<file path="src/barof_pkg.sv">
// constants, carriers and state codes shared by the converter control block
package barof_pkg;

    // =========================================================
    // clocking and timing
    localparam int unsigned PCLK_HZ       = 250_000_000;
    localparam int unsigned DETECT_HZ     = 200_000;
    localparam int unsigned DETECT_CYCLES = PCLK_HZ / DETECT_HZ;
    localparam int unsigned OSC_HZ        = 4_915_200;
    localparam int unsigned OSC_DIV       = PCLK_HZ / OSC_HZ;
    localparam int unsigned MOD_DIV       = 64;
    localparam int unsigned DEC_SLOW      = 7680;
    localparam int unsigned DEC_FAST      = 960;
    localparam int unsigned SHIFT_SLOW    = 32;
    localparam int unsigned SHIFT_FAST    = 20;
    localparam int unsigned SETTLE_CONV   = 4;

    // =========================================================
    // result format
    localparam int unsigned RES_W      = 20;
    localparam int unsigned PAD_BITS   = 4;
    localparam int unsigned FRAME_BITS = RES_W + PAD_BITS;
    localparam logic [19:0] CODE_POS_FS = 20'h7FFFF;
    localparam logic [19:0] CODE_NEG_FS = 20'h80000;
    localparam logic [3:0]  PAD_ONES    = 4'hF;

    // =========================================================
    // register map
    localparam logic [7:0]  ADDR_CTRL    = 8'h00;
    localparam logic [7:0]  ADDR_STATUS  = 8'h04;
    localparam logic [7:0]  ADDR_RESULT  = 8'h08;
    localparam int unsigned CTRL_RESTART_BIT = 0;
    localparam int unsigned CTRL_FORCE_BIT   = 1;
    localparam logic        CTRL_FORCE_RESET = 1'b0;

    // =========================================================
    // carriers
    typedef struct packed {
        logic        valid;
        logic [19:0] code;
    } barof_sample_t;

    typedef struct packed {
        logic powered;
        logic ready;
        logic settled;
        logic fast;
        logic int_clk;
    } barof_status_t;

    typedef enum logic [2:0] {
        SO_IDLE  = 3'b001,
        SO_READY = 3'b010,
        SO_SHIFT = 3'b100
    } barof_so_state_t;

endpackage : barof_pkg

</file>
<file path="src/barof_clk_select.sv">
// converter clock source selection and modulator sample tick
`timescale 1ns/1ps
module barof_clk_select
    import barof_pkg::*;
#(
    parameter int unsigned DET_CYC = DETECT_CYCLES
)(
    input  wire logic clk,
    input  wire logic rst_n,
    input  wire logic ce,
    input  wire logic ext_clk_s,
    input  wire logic force_int,
    output logic      int_clk,
    output logic      conv_tick,
    output logic      mod_tick
);
    localparam int unsigned GW = $clog2(DET_CYC + 1);
    localparam logic [GW-1:0] GAP_MAX = GW'(DET_CYC - 1);
    localparam logic [5:0]    OSC_MAX = 6'(OSC_DIV - 1);
    localparam logic [5:0]    MOD_MAX = 6'(MOD_DIV - 1);

    logic          ext_d_r, ext_d_nxt;
    logic [GW-1:0] gap_r, gap_nxt;
    logic          det_r, det_nxt;
    logic [5:0]    osc_r, osc_nxt;
    logic [5:0]    mod_r, mod_nxt;
    logic          ext_rise;
    logic          osc_tick;

    // =========================================================
    // detection and dividers
    always_comb begin
        ext_rise  = ext_clk_s & ~ext_d_r;
        ext_d_nxt = ext_clk_s;
        gap_nxt   = ext_rise ? '0 : (gap_r == GAP_MAX ? gap_r : gap_r + 1'b1);
        det_nxt   = det_r;
        if (gap_r == GAP_MAX) begin
            det_nxt = 1'b1;
        end else if (ext_rise) begin
            det_nxt = 1'b0;
        end
        int_clk   = det_r | force_int;
        osc_tick  = (osc_r == OSC_MAX);
        osc_nxt   = osc_tick ? '0 : osc_r + 1'b1;
        conv_tick = int_clk ? osc_tick : ext_rise;
        mod_tick  = conv_tick && (mod_r == MOD_MAX);
        mod_nxt   = conv_tick ? mod_r + 1'b1 : mod_r;
    end

    always_ff @(posedge clk or negedge rst_n) begin
        if (!rst_n) begin
            ext_d_r <= 1'b0;
            gap_r   <= '0;
            det_r   <= 1'b1;
            osc_r   <= '0;
            mod_r   <= '0;
        end else if (ce) begin
            ext_d_r <= ext_d_nxt;
            gap_r   <= gap_nxt;
            det_r   <= det_nxt;
            osc_r   <= osc_nxt;
            mod_r   <= mod_nxt;
        end
    end
endmodule : barof_clk_select

</file>
<file path="src/barof_sinc4.sv">
// fourth order sinc decimator with saturating 20-bit output
`timescale 1ns/1ps
module barof_sinc4
    import barof_pkg::*;
#(
    parameter int unsigned W          = 56,
    parameter int unsigned DEC_SLOW_P = DEC_SLOW,
    parameter int unsigned DEC_FAST_P = DEC_FAST
)(
    input  wire logic    clk,
    input  wire logic    rst_n,
    input  wire logic    ce,
    input  wire logic    clr,
    input  wire logic    mod_tick,
    input  wire logic    mod_bit,
    input  wire logic    fast,
    output barof_sample_t sample
);
    localparam int unsigned DW = $clog2(DEC_SLOW_P + 1);

    logic signed [W-1:0] integ_r [4];
    logic signed [W-1:0] integ_nxt [4];
    logic signed [W-1:0] dly_r [4];
    logic signed [W-1:0] dly_nxt [4];
    logic signed [W-1:0] stage [5];
    logic signed [W-1:0] x;
    logic signed [W-1:0] scaled;
    logic [DW-1:0]       dec_r, dec_nxt, dec_max;
    barof_sample_t       sample_r, sample_nxt;
    logic                last;
    logic                over_pos;
    logic                over_neg;

    // =========================================================
    // integrators, combs and output format
    always_comb begin
        x        = mod_bit ? W'(1) : {W{1'b1}};
        dec_max  = fast ? DW'(DEC_FAST_P - 1) : DW'(DEC_SLOW_P - 1);
        last     = (dec_r == dec_max);
        integ_nxt = integ_r;
        dly_nxt   = dly_r;
        dec_nxt   = dec_r;
        sample_nxt = '{valid: 1'b0, code: sample_r.code};
        stage[0] = integ_r[3];
        for (int k = 0; k < 4; k++) begin
            stage[k+1] = stage[k] - dly_r[k];
        end
        scaled   = stage[4] >>> (fast ? SHIFT_FAST : SHIFT_SLOW);
        over_pos = !scaled[W-1] && (|scaled[W-2:RES_W-1]);
        over_neg = scaled[W-1] && !(&scaled[W-2:RES_W-1]);
        if (mod_tick) begin
            integ_nxt[0] = integ_r[0] + x;
            for (int k = 1; k < 4; k++) begin
                integ_nxt[k] = integ_r[k] + integ_nxt[k-1];
            end
            dec_nxt = last ? '0 : dec_r + 1'b1;
            if (last) begin
                for (int k = 0; k < 4; k++) begin
                    dly_nxt[k] = stage[k];
                end
                sample_nxt.valid = 1'b1;
                if (over_pos) begin
                    sample_nxt.code = CODE_POS_FS;
                end else if (over_neg) begin
                    sample_nxt.code = CODE_NEG_FS;
                end else begin
                    sample_nxt.code = scaled[RES_W-1:0];
                end
            end
        end
        if (clr) begin
            for (int k = 0; k < 4; k++) begin
                integ_nxt[k] = '0;
                dly_nxt[k]   = '0;
            end
            dec_nxt          = '0;
            sample_nxt.valid = 1'b0;
        end
    end

    always_ff @(posedge clk or negedge rst_n) begin
        if (!rst_n) begin
            for (int k = 0; k < 4; k++) begin
                integ_r[k] <= '0;
                dly_r[k]   <= '0;
            end
            dec_r    <= '0;
            sample_r <= '0;
        end else if (ce) begin
            integ_r  <= integ_nxt;
            dly_r    <= dly_nxt;
            dec_r    <= dec_nxt;
            sample_r <= sample_nxt;
        end else begin
            sample_r.valid <= 1'b0;
        end
    end

    assign sample = sample_r;
endmodule : barof_sinc4

</file>
<file path="src/barof_top.sv">
// converter digital side: clocking, decimation, serial result, apb registers
// =============================================================
// Overview of operation
// - fast external clock: detector output low, external clock used, oscillator divider still counting
// - external clock slow or absent: detector output high, internal oscillator used
// - rate select low gives nominal 10 per second, high gives 80
// - external clock divided by 491520 slow or 61440 fast per result
// - modulator samples at converter clock divided by 64
// - third order modulator bitstream feeds a sinc4 decimator
// - slow rate puts filter notches at every 10 Hz multiple
// - result is a 20-bit two's complement word
// - overrange clips to 7FFFF or 80000, never wraps
// - host clocks the 20 result bits out, most significant first
// - clocks 21 to 24 give ones on the data line
// - result counts as settled from the fifth complete conversion after a clear
// - power-off input low clears filter, settling count and serial output; result register holds, dividers run
// - line low signals new data; each rising serial clock edge after a result is loaded shifts a bit, none while idle
// - line going low marks a new result available
`timescale 1ns/1ps
module barof_top
    import barof_pkg::*;
#(
    parameter int unsigned DEC_SLOW_P = DEC_SLOW,
    parameter int unsigned DEC_FAST_P = DEC_FAST,
    parameter int unsigned DET_CYC    = DETECT_CYCLES
)(
    input  wire logic        pclk,
    input  wire logic        presetn,
    input  wire logic        ce,
    input  wire logic        psel,
    input  wire logic        penable,
    input  wire logic        pwrite,
    input  wire logic [7:0]  paddr,
    input  wire logic [31:0] pwdata,
    output logic      [31:0] prdata,
    output logic             pready,
    output logic             pslverr,
    input  wire logic        external_clock_input,
    input  wire logic        rate_select,
    input  wire logic        power_off_n,
    input  wire logic        serial_clock,
    input  wire logic        modulator_bit,
    output logic             ready_and_serial_out
);
    localparam int unsigned NSYNC = 5;
    localparam logic [4:0] FRAME_CNT = 5'(FRAME_BITS);
    localparam logic [4:0] DATA_CNT  = 5'(RES_W);
    localparam logic [2:0] SETTLE_N  = 3'(SETTLE_CONV);

    // =========================================================
    // pin synchronisers
    logic [NSYNC-1:0] sync1_r;
    logic [NSYNC-1:0] sync2_r;
    logic [NSYNC-1:0] pins;

    assign pins = {modulator_bit, serial_clock, power_off_n,
                   rate_select, external_clock_input};

    for (genvar i = 0; i < NSYNC; i++) begin : g_sync
        always_ff @(posedge pclk or negedge presetn) begin
            if (!presetn) begin
                sync1_r[i] <= 1'b0;
                sync2_r[i] <= 1'b0;
            end else if (ce) begin
                sync1_r[i] <= pins[i];
                sync2_r[i] <= sync1_r[i];
            end
        end
    end

    logic ext_s, fast_s, pdn_s, sclk_s, mbit_s;
    assign ext_s  = sync2_r[0];
    assign fast_s = sync2_r[1];
    assign pdn_s  = sync2_r[2];
    assign sclk_s = sync2_r[3];
    assign mbit_s = sync2_r[4];

    // =========================================================
    // apb registers
    logic        force_int_r, force_int_nxt;
    logic        restart_req;
    logic [31:0] prdata_r, prdata_nxt;
    logic        wr_en;
    logic        addr_ok;
    logic [19:0] result_r, result_nxt;
    logic        settled_r, settled_nxt;
    logic [2:0]  settle_cnt_r, settle_cnt_nxt;
    barof_so_state_t so_st_r, so_st_nxt;
    barof_status_t   status;
    logic        int_clk;

    always_comb begin
        addr_ok = (paddr == ADDR_CTRL) || (paddr == ADDR_STATUS)
               || (paddr == ADDR_RESULT);
        wr_en   = psel && penable && pwrite && addr_ok;
        force_int_nxt = force_int_r;
        restart_req   = 1'b0;
        if (wr_en && paddr == ADDR_CTRL) begin
            force_int_nxt = pwdata[CTRL_FORCE_BIT];
            restart_req   = pwdata[CTRL_RESTART_BIT];
        end
        status = '{powered: pdn_s, ready: (so_st_r == SO_READY),
                   settled: settled_r, fast: fast_s, int_clk: int_clk};
        prdata_nxt = prdata_r;
        if (psel && !penable) begin
            case (paddr)
                ADDR_CTRL:   prdata_nxt = {30'h0, force_int_r, 1'b0};
                ADDR_STATUS: prdata_nxt = {27'h0, status};
                ADDR_RESULT: prdata_nxt = {12'h0, result_r};
                default:     prdata_nxt = 32'h0;
            endcase
        end
    end

    always_ff @(posedge pclk or negedge presetn) begin
        if (!presetn) begin
            force_int_r <= CTRL_FORCE_RESET;
            prdata_r    <= 32'h0;
        end else if (ce) begin
            force_int_r <= force_int_nxt;
            prdata_r    <= prdata_nxt;
        end
    end

    assign prdata  = prdata_r;
    assign pready  = 1'b1;
    assign pslverr = psel && penable && !addr_ok;

    // =========================================================
    // clock selection and filter
    logic mod_tick;
    logic fast_d_r, src_d_r;
    logic filt_clr;
    barof_sample_t sample;

    barof_clk_select #(
        .DET_CYC   (DET_CYC)
    ) u_clk (
        .clk       (pclk),
        .rst_n     (presetn),
        .ce        (ce),
        .ext_clk_s (ext_s),
        .force_int (force_int_r),
        .int_clk   (int_clk),
        .conv_tick (),
        .mod_tick  (mod_tick)
    );

    // rate or source change invalidates the filter history
    assign filt_clr = !pdn_s || restart_req
                   || (fast_d_r != fast_s) || (src_d_r != int_clk);

    always_ff @(posedge pclk or negedge presetn) begin
        if (!presetn) begin
            fast_d_r <= 1'b0;
            src_d_r  <= 1'b1;
        end else if (ce) begin
            fast_d_r <= fast_s;
            src_d_r  <= int_clk;
        end
    end

    barof_sinc4 #(
        .DEC_SLOW_P (DEC_SLOW_P),
        .DEC_FAST_P (DEC_FAST_P)
    ) u_filt (
        .clk        (pclk),
        .rst_n      (presetn),
        .ce         (ce),
        .clr        (filt_clr),
        .mod_tick   (mod_tick),
        .mod_bit    (mbit_s),
        .fast       (fast_s),
        .sample     (sample)
    );

    // =========================================================
    // settling count and result holding
    always_comb begin
        settle_cnt_nxt = settle_cnt_r;
        settled_nxt    = settled_r;
        result_nxt     = result_r;
        if (filt_clr) begin
            settle_cnt_nxt = 3'h0;
            settled_nxt    = 1'b0;
        end else if (sample.valid) begin
            result_nxt  = sample.code;
            settled_nxt = (settle_cnt_r == SETTLE_N);
            if (settle_cnt_r != SETTLE_N) begin
                settle_cnt_nxt = settle_cnt_r + 3'h1;
            end
        end
    end

    always_ff @(posedge pclk or negedge presetn) begin
        if (!presetn) begin
            settle_cnt_r <= 3'h0;
            settled_r    <= 1'b0;
            result_r     <= 20'h00000;
        end else if (ce) begin
            settle_cnt_r <= settle_cnt_nxt;
            settled_r    <= settled_nxt;
            result_r     <= result_nxt;
        end
    end

    // =========================================================
    // serial output
    logic                  sclk_d_r;
    logic                  sclk_rise;
    logic [FRAME_BITS-1:0] shift_r, shift_nxt;
    logic [4:0]            bit_cnt_r, bit_cnt_nxt;
    logic                  dout_r, dout_nxt;

    always_comb begin
        sclk_rise   = sclk_s & ~sclk_d_r;
        so_st_nxt   = so_st_r;
        shift_nxt   = shift_r;
        bit_cnt_nxt = bit_cnt_r;
        dout_nxt    = dout_r;
        if (!pdn_s) begin
            so_st_nxt   = SO_IDLE;
            shift_nxt   = '1;
            bit_cnt_nxt = 5'h00;
            dout_nxt    = 1'b1;
        end else if (sample.valid) begin
            shift_nxt   = {sample.code, PAD_ONES};
            bit_cnt_nxt = 5'h00;
            dout_nxt    = 1'b0;
            so_st_nxt   = SO_READY;
        end else if (sclk_rise) begin
            case (so_st_r)
                SO_READY, SO_SHIFT: begin
                    dout_nxt  = shift_r[FRAME_BITS-1];
                    shift_nxt = {shift_r[FRAME_BITS-2:0], 1'b1};
                    so_st_nxt = SO_SHIFT;
                    if (bit_cnt_r != FRAME_CNT) begin
                        bit_cnt_nxt = bit_cnt_r + 5'h01;
                    end
                end
                default: begin
                    so_st_nxt = SO_IDLE;
                end
            endcase
        end
    end

    always_ff @(posedge pclk or negedge presetn) begin
        if (!presetn) begin
            sclk_d_r  <= 1'b0;
            so_st_r   <= SO_IDLE;
            shift_r   <= '1;
            bit_cnt_r <= 5'h00;
            dout_r    <= 1'b1;
        end else if (ce) begin
            sclk_d_r  <= sclk_s;
            so_st_r   <= so_st_nxt;
            shift_r   <= shift_nxt;
            bit_cnt_r <= bit_cnt_nxt;
            dout_r    <= dout_nxt;
        end
    end

    assign ready_and_serial_out = dout_r;
endmodule : barof_top

</file>
<file path="config.mk">
export PLATFORM = sky130hd
export DESIGN_NAME = barof_top
export DESIGN_NICKNAME = d
export VERILOG_FILES = /design/src/barof_pkg.sv /design/src/barof_clk_select.sv /design/src/barof_sinc4.sv /design/src/barof_top.sv
export SDC_FILE = /design/constraint.sdc
export NUM_CORES = 2
export LEC_CHECK = 0
export ABC_AREA = 1
export BUFFER_PORTS_ARGS = -buffer_cell sky130_fd_sc_hd__buf_2
export CORE_ASPECT_RATIO = 1.4
export CORE_UTILIZATION = 54
export CTS_CLUSTER_DIAMETER = 60
export DETAILED_ROUTE_END_ITERATION = 8
export PLACE_DENSITY_LB_ADDON = 0.08
export SYNTH_ARGS = -nofsm -noshare
export SYNTH_HDL_FRONTEND = slang
export SYNTH_SLANG_ARGS = --single-unit
</file>
<file path="constraint.sdc">
create_clock -name pclk -period 9.6 [get_ports pclk]
set_clock_uncertainty 0.05 [all_clocks]
set_input_delay 1.92 -clock pclk [delete_from_list [all_inputs] [get_ports pclk]]
set_output_delay 1.92 -clock pclk [all_outputs]
set_load 0.005 [all_outputs]
</file>
# Yosys cells after proc, flatten, opt, wreduce, memory -nomap -nowiden
# Index checks and enable logic that the tools add are counted.
# totals
reg_bits,605
in_bits,51
output_inout_bits,35
word_cells,155
# op_classes
addsub,13
eq_ne,15
shift,1
n_mux,42
n_bitwise,6
reduce_logical,41
# op_table
cell,n
two-way mux 224 bit,5
adder 56 bit,4
subtractor 56 bit,4
two-way mux 24 bit,4
one-hot mux 20 bit (3 select lines),1
two-way mux 56 bit,1
>>> shifter 56 x 32 -> 56 bit,1
two-way mux 13 bit,4
two-way mux 21 bit,2
two-way mux 20 bit,2
AND reduction 36 bit,1
OR reduction 36 bit,1
two-way mux 11 bit,2
two-way mux 3 bit,7
AND reduction 2 bit,8
AND reduction 3 bit,5
"adder 13 x 1 -> 13 bit, second input constant",1
== test 13 bit,1
"adder 6 x 1 -> 6 bit, second input constant",2
"== test 6 bit, second input constant",2
two-way mux 1 bit,12
two-way mux 6 bit,2
"adder 11 x 1 -> 11 bit, second input constant",1
"== test 11 bit, second input constant",1
18 further kinds,44

# Logic depth before layout (Yosys ltp)
# logic_depth
depth_word,14
mapped_depth,62
mapped_depth_nobuf,61

# Hierarchy
# Synthesis repeated with hierarchy kept, for this count alone.
# hier_totals
hier_cells,7311
area_unflattened_um2,50723.6
# by_module_without_submodules
module,instances,cells_per_inst,area_each_um2,seq_area_each_um2
barof_sinc4,1,6677,45438.6,12061.6
barof_top,1,430,3768.6,2080.7
barof_clk_select,1,204,1516.5,626.9

# Worst setup path before layout
# OpenSTA, ideal clock, no wires.
# synth_path
path_type,register to register
startpoint,"reg sync2_r[4], in the netlist mbit_s"
endpoint,reg u_filt.integ_r[55] (netlist bit)
setup_ns,0.066
arrival_time_ns,7.918
required_time_ns,9.484
path_slack_ns,1.567
path_stages_with_launch,46
n_path_buf,0
synth_period_minus_slack_ns,8.033
cell_sequence,dfrtp_1 -> inv_1 -> ha_1 -> a21oi_1 -> nand2_1 -> a21oi_1 -> o21bai_1 -> a21oi_1 -> o21ai_0 -> xor2_1 -> ha_1 -> nand2_1 -> nor2_1 -> inv_1 -> nor4_1 -> a21oi_1 -> o21ai_0 -> nand2_1 -> (+10 left out) -> nand2_1 -> a21o_1 -> a21boi_0 -> o21ai_0 -> xor2_1 -> inv_1 -> ha_1 -> nand2_1 -> nor3_1 -> nand2_1 -> inv_1 -> nand2_1 -> o211ai_1 -> xor2_1 -> inv_1 -> nand3_1 -> nand3_1 -> nand2_1
# synth_via
elab_chain_len,7
# synth_rtl
element,line_no,text
start: declaration,barof_top.sv:53,logic [NSYNC-1:0] sync2_r;
start signal: indexed assignment,barof_top.sv:66,sync2_r[i] <= sync1_r[i];
two-way mux 56 bit,barof_sinc4.sv:37,x = mod_bit ? W'(1) : {W{1'b1}};
adder 56 bit,barof_sinc4.sv:52,integ_nxt[0] = integ_r[0] + x;
adder 56 bit (3 in a row),barof_sinc4.sv:54,integ_nxt[k] = integ_r[k] + integ_nxt[k-1];
two-way mux 224 bit,barof_sinc4.sv:51,if (mod_tick) begin
two-way mux 224 bit,barof_sinc4.sv:71,if (clr) begin
end signal: assignment,barof_sinc4.sv:90,integ_r <= integ_nxt;
end: declaration,barof_sinc4.sv:21,logic signed [W-1:0] integ_r [4];
# No other way between the ends. The select of a mux whose other input is x is not followed.
# A chain may end at the register's enable or synchronous reset.

# Worst setup path in the final report
# Ends and elaborated chain as after synthesis.

==> impl_metrics.json <==
{
  "worst_slew_pin_slew_ns": 1.45,
  "syn-cell-area_um2": 50300,
  "critPathRequiredTime_ns": 10.15,
  "avgRoutedWirePerCell_um": 18.6,
  "crit_family": "simple AND/OR/NAND/NOR gates",
  "area_growth_pct": 18.8,
  "drtIter0Drc": 2917,
  "hold_path_depth": 2,
  "clkLatencyLatePin_ns": 0.67,
  "hpwl_um": 136000,
  "synthesis.instances": 7232,
  "vias": 51300,
  "cts-buffers-inserted": 71,
  "drv_cap": 0,
  "ys.flop_type": "dfrtp_1",
  "setup.worst_path.class": "register to register",
  "grtUsageTotal_pct": 36.1,
  "pre_cts_ws_ns": 0.0462,
  "synthArstFlopShare_pct": 100,
  "status": "complete, no violations",
  "final_antenna_net_count": 0,
  "port_buffers": 42,
  "hold_violations": 0,
  "hp-class": "register to register",
  "crit_buf_inv": 13,
  "setup_viol": 0,
  "htree_levels": 3,
  "gp_congestion": 1.02,
  "drc_errors": 0,
  "nFillCells": 8626,
  "grt_max_degree": 177,
  "drive_above_1_share_pct": 13.7,
  "yosys-top-cells-count": "nand2_1, inv_1, nor2_1",
  "cp_max_fo": 20,
  "synthTopCellsByArea": "dfrtp_1, nand2_1, ha_1",
  "max_stage_delay_ns": 0.52,
  "layout.nets": 8440,
  "fmax_mhz": 110,
  "synth_edf_count": 0,
  "netlist-cell-type-count": 71,
  "end_kind": "register",
  "cts.sinks": 589,
  "fin_crit_sh_pct": 95.0,
  "io_pins": 86,
  "cp.arrival_ns": 9.66,
  "final_max_slew_viol_count": 0,
  "clkSlewWorstSetupHoldPaths_ns": 0.06,
  "core_area_um2": 92500,
  "fp.dieH_um": 363,
  "ys_ff_latch": 589,
  "via_per_inst": 5.58,
  "relSlewSlack_pct": 2.52,
  "die_w_um": 260,
  "antenna_found_initial": 4,
  "cp_common_cell": "inv_1",
  "rows": 132,
  "synthMostInstantiatedCell": "nand2_1",
  "fin_crit_ns": 9.12,
  "cp_slowest_cell": "dfrtp_2",
  "overflow": 0,
  "first_global_vias": 52358,
  "cts_tree": "done",
  "wl_um": 171000,
  "grt_pass1_wl_um": 266000,
  "start_kind": "register",
  "final.setup.worst_slack_ns": 0.483,
  "cts_buffer_depth": 3,
  "dieArea_um2": 94500,
  "cts_root_buf": "clkbuf_16",
  "start_util_pct": 54.4,
  "postSynthAreaPerCell_um2": 6.96,
  "synth_top_cell_area_share_pct": 28.1,
  "cp_num_cells": 46,
  "yosysWarnings": 0,
  "yosysSeqAreaShare_pct": 29.3,
  "firstDrtPassIters": 6,
  "ff2ff_path_depth": 46,
  "synth_top_area_cell": "dfrtp_1"
}
==> registers in the layout, indices dropped and copies added, names as in the netlist, 3 cells and up <==
name	cells
prdata	20
result_r	20
sync1_r	5
u_clk.mod_r	6
u_filt.dly_r	224
u_filt.integ_r	224
shift_r	20
u_filt.dec_r	13
u_clk.gap_r	11
u_clk.osc_r	6
u_filt.sample	21
settle_cnt_r	3
so_st_r	3
==> cell type report <==
cell class	count	area (um2)	area share, %
diodes	2	5.00	0.00837
well taps	1206	1510	2.52
flip-flops and latches	589	14800	24.7
multi-input cells	5411	31300	52.3
repair buffers	765	5720	9.57
clock inverters	34	424	0.709
inverters	1098	4130	6.91
clock buffers	95	1990	3.33
==> layout by cell type (no fill, tap or decap), types with 36 or more instances in the layout <==
cell          n
a21o_1       46
a21oi_1     624
a22o_1      129
a31oi_1     103
buf_2        41
buf_4       717
clkbuf_16    73
dfrtp_1     564
ha_1        440
inv_1      1065
nand2_1    1601
nand3_1     208
nand4_1      66
nor2_1      632
nor3_1       59
o21a_1       36
o21ai_0     595
o21ai_1      40
o21bai_1     51
o22ai_1     106
xnor2_1     109
xor2_1      226
==> worst min-delay path, cell delays in order, from the launching register on <==
cell	delay (ns)
dfrtp_1	0.34
nand2_1	0.05
nand2_1	0.05
==> routing by layer <==
layer	routed length, um	global-route usage [%]
met3	5390	4.31
met5	27	0
met1	59000	33.7
met4	16400	31.3
met2	90300	68.7
==> through the flow <==
step	std cells	utilization, %	area, um2	TNS [ns]	hold slack (ns)
after floorplan	7243	-	50400	0	0.383
after global placement	9062	61.6	56900	0	0.402
after detailed placement	9062	61.6	56900	0	0.409
after CTS	9191	64.2	59400	0	0.425
after global routing	9198	64.7	59800	-0.0781	0.439
final	9200	64.7	59800	0	0.423
==> worst paths after layout <==
path                       slack, ns          from                 end
setup / recovery                0.48        mbit_s  u_filt.integ_r[55]
hold / removal                  0.42  result_r[14]        result_r[14]
setup reg to reg                0.48        mbit_s  u_filt.integ_r[55]
hold reg to reg                 0.42  result_r[14]        result_r[14]
max in group asynchronous       6.69       presetn   u_filt.sample[14]
min in group asynchronous       1.20       presetn     u_filt.dly_r[1]
==> repair_timing <==
item                       CTS  global route
setup endpoints to repair    1            34
setup buffers                0             7
resized for setup            1           106
hold buffers                 0             0
pin swaps                    0            19
==> kinds of logic (layout without fill, tap and decap cells) <==
group,count (synthesis),in the layout,share of synthesized area (%)
compound gates,1869,1869,21.5
xor+xnor,342,342,5.96
fa+ha+maj,453,453,11.4
buf+inv,1243,1992,9.50
flops,589,589,29.3
mux,1,1,0.0224
other cells,2,15,0.0149
simple gates,2733,2733,22.3
Power is left out: the tool's default activity adds up to more than one toggle a clock period on the data nets, which glitch-free logic cannot reach.
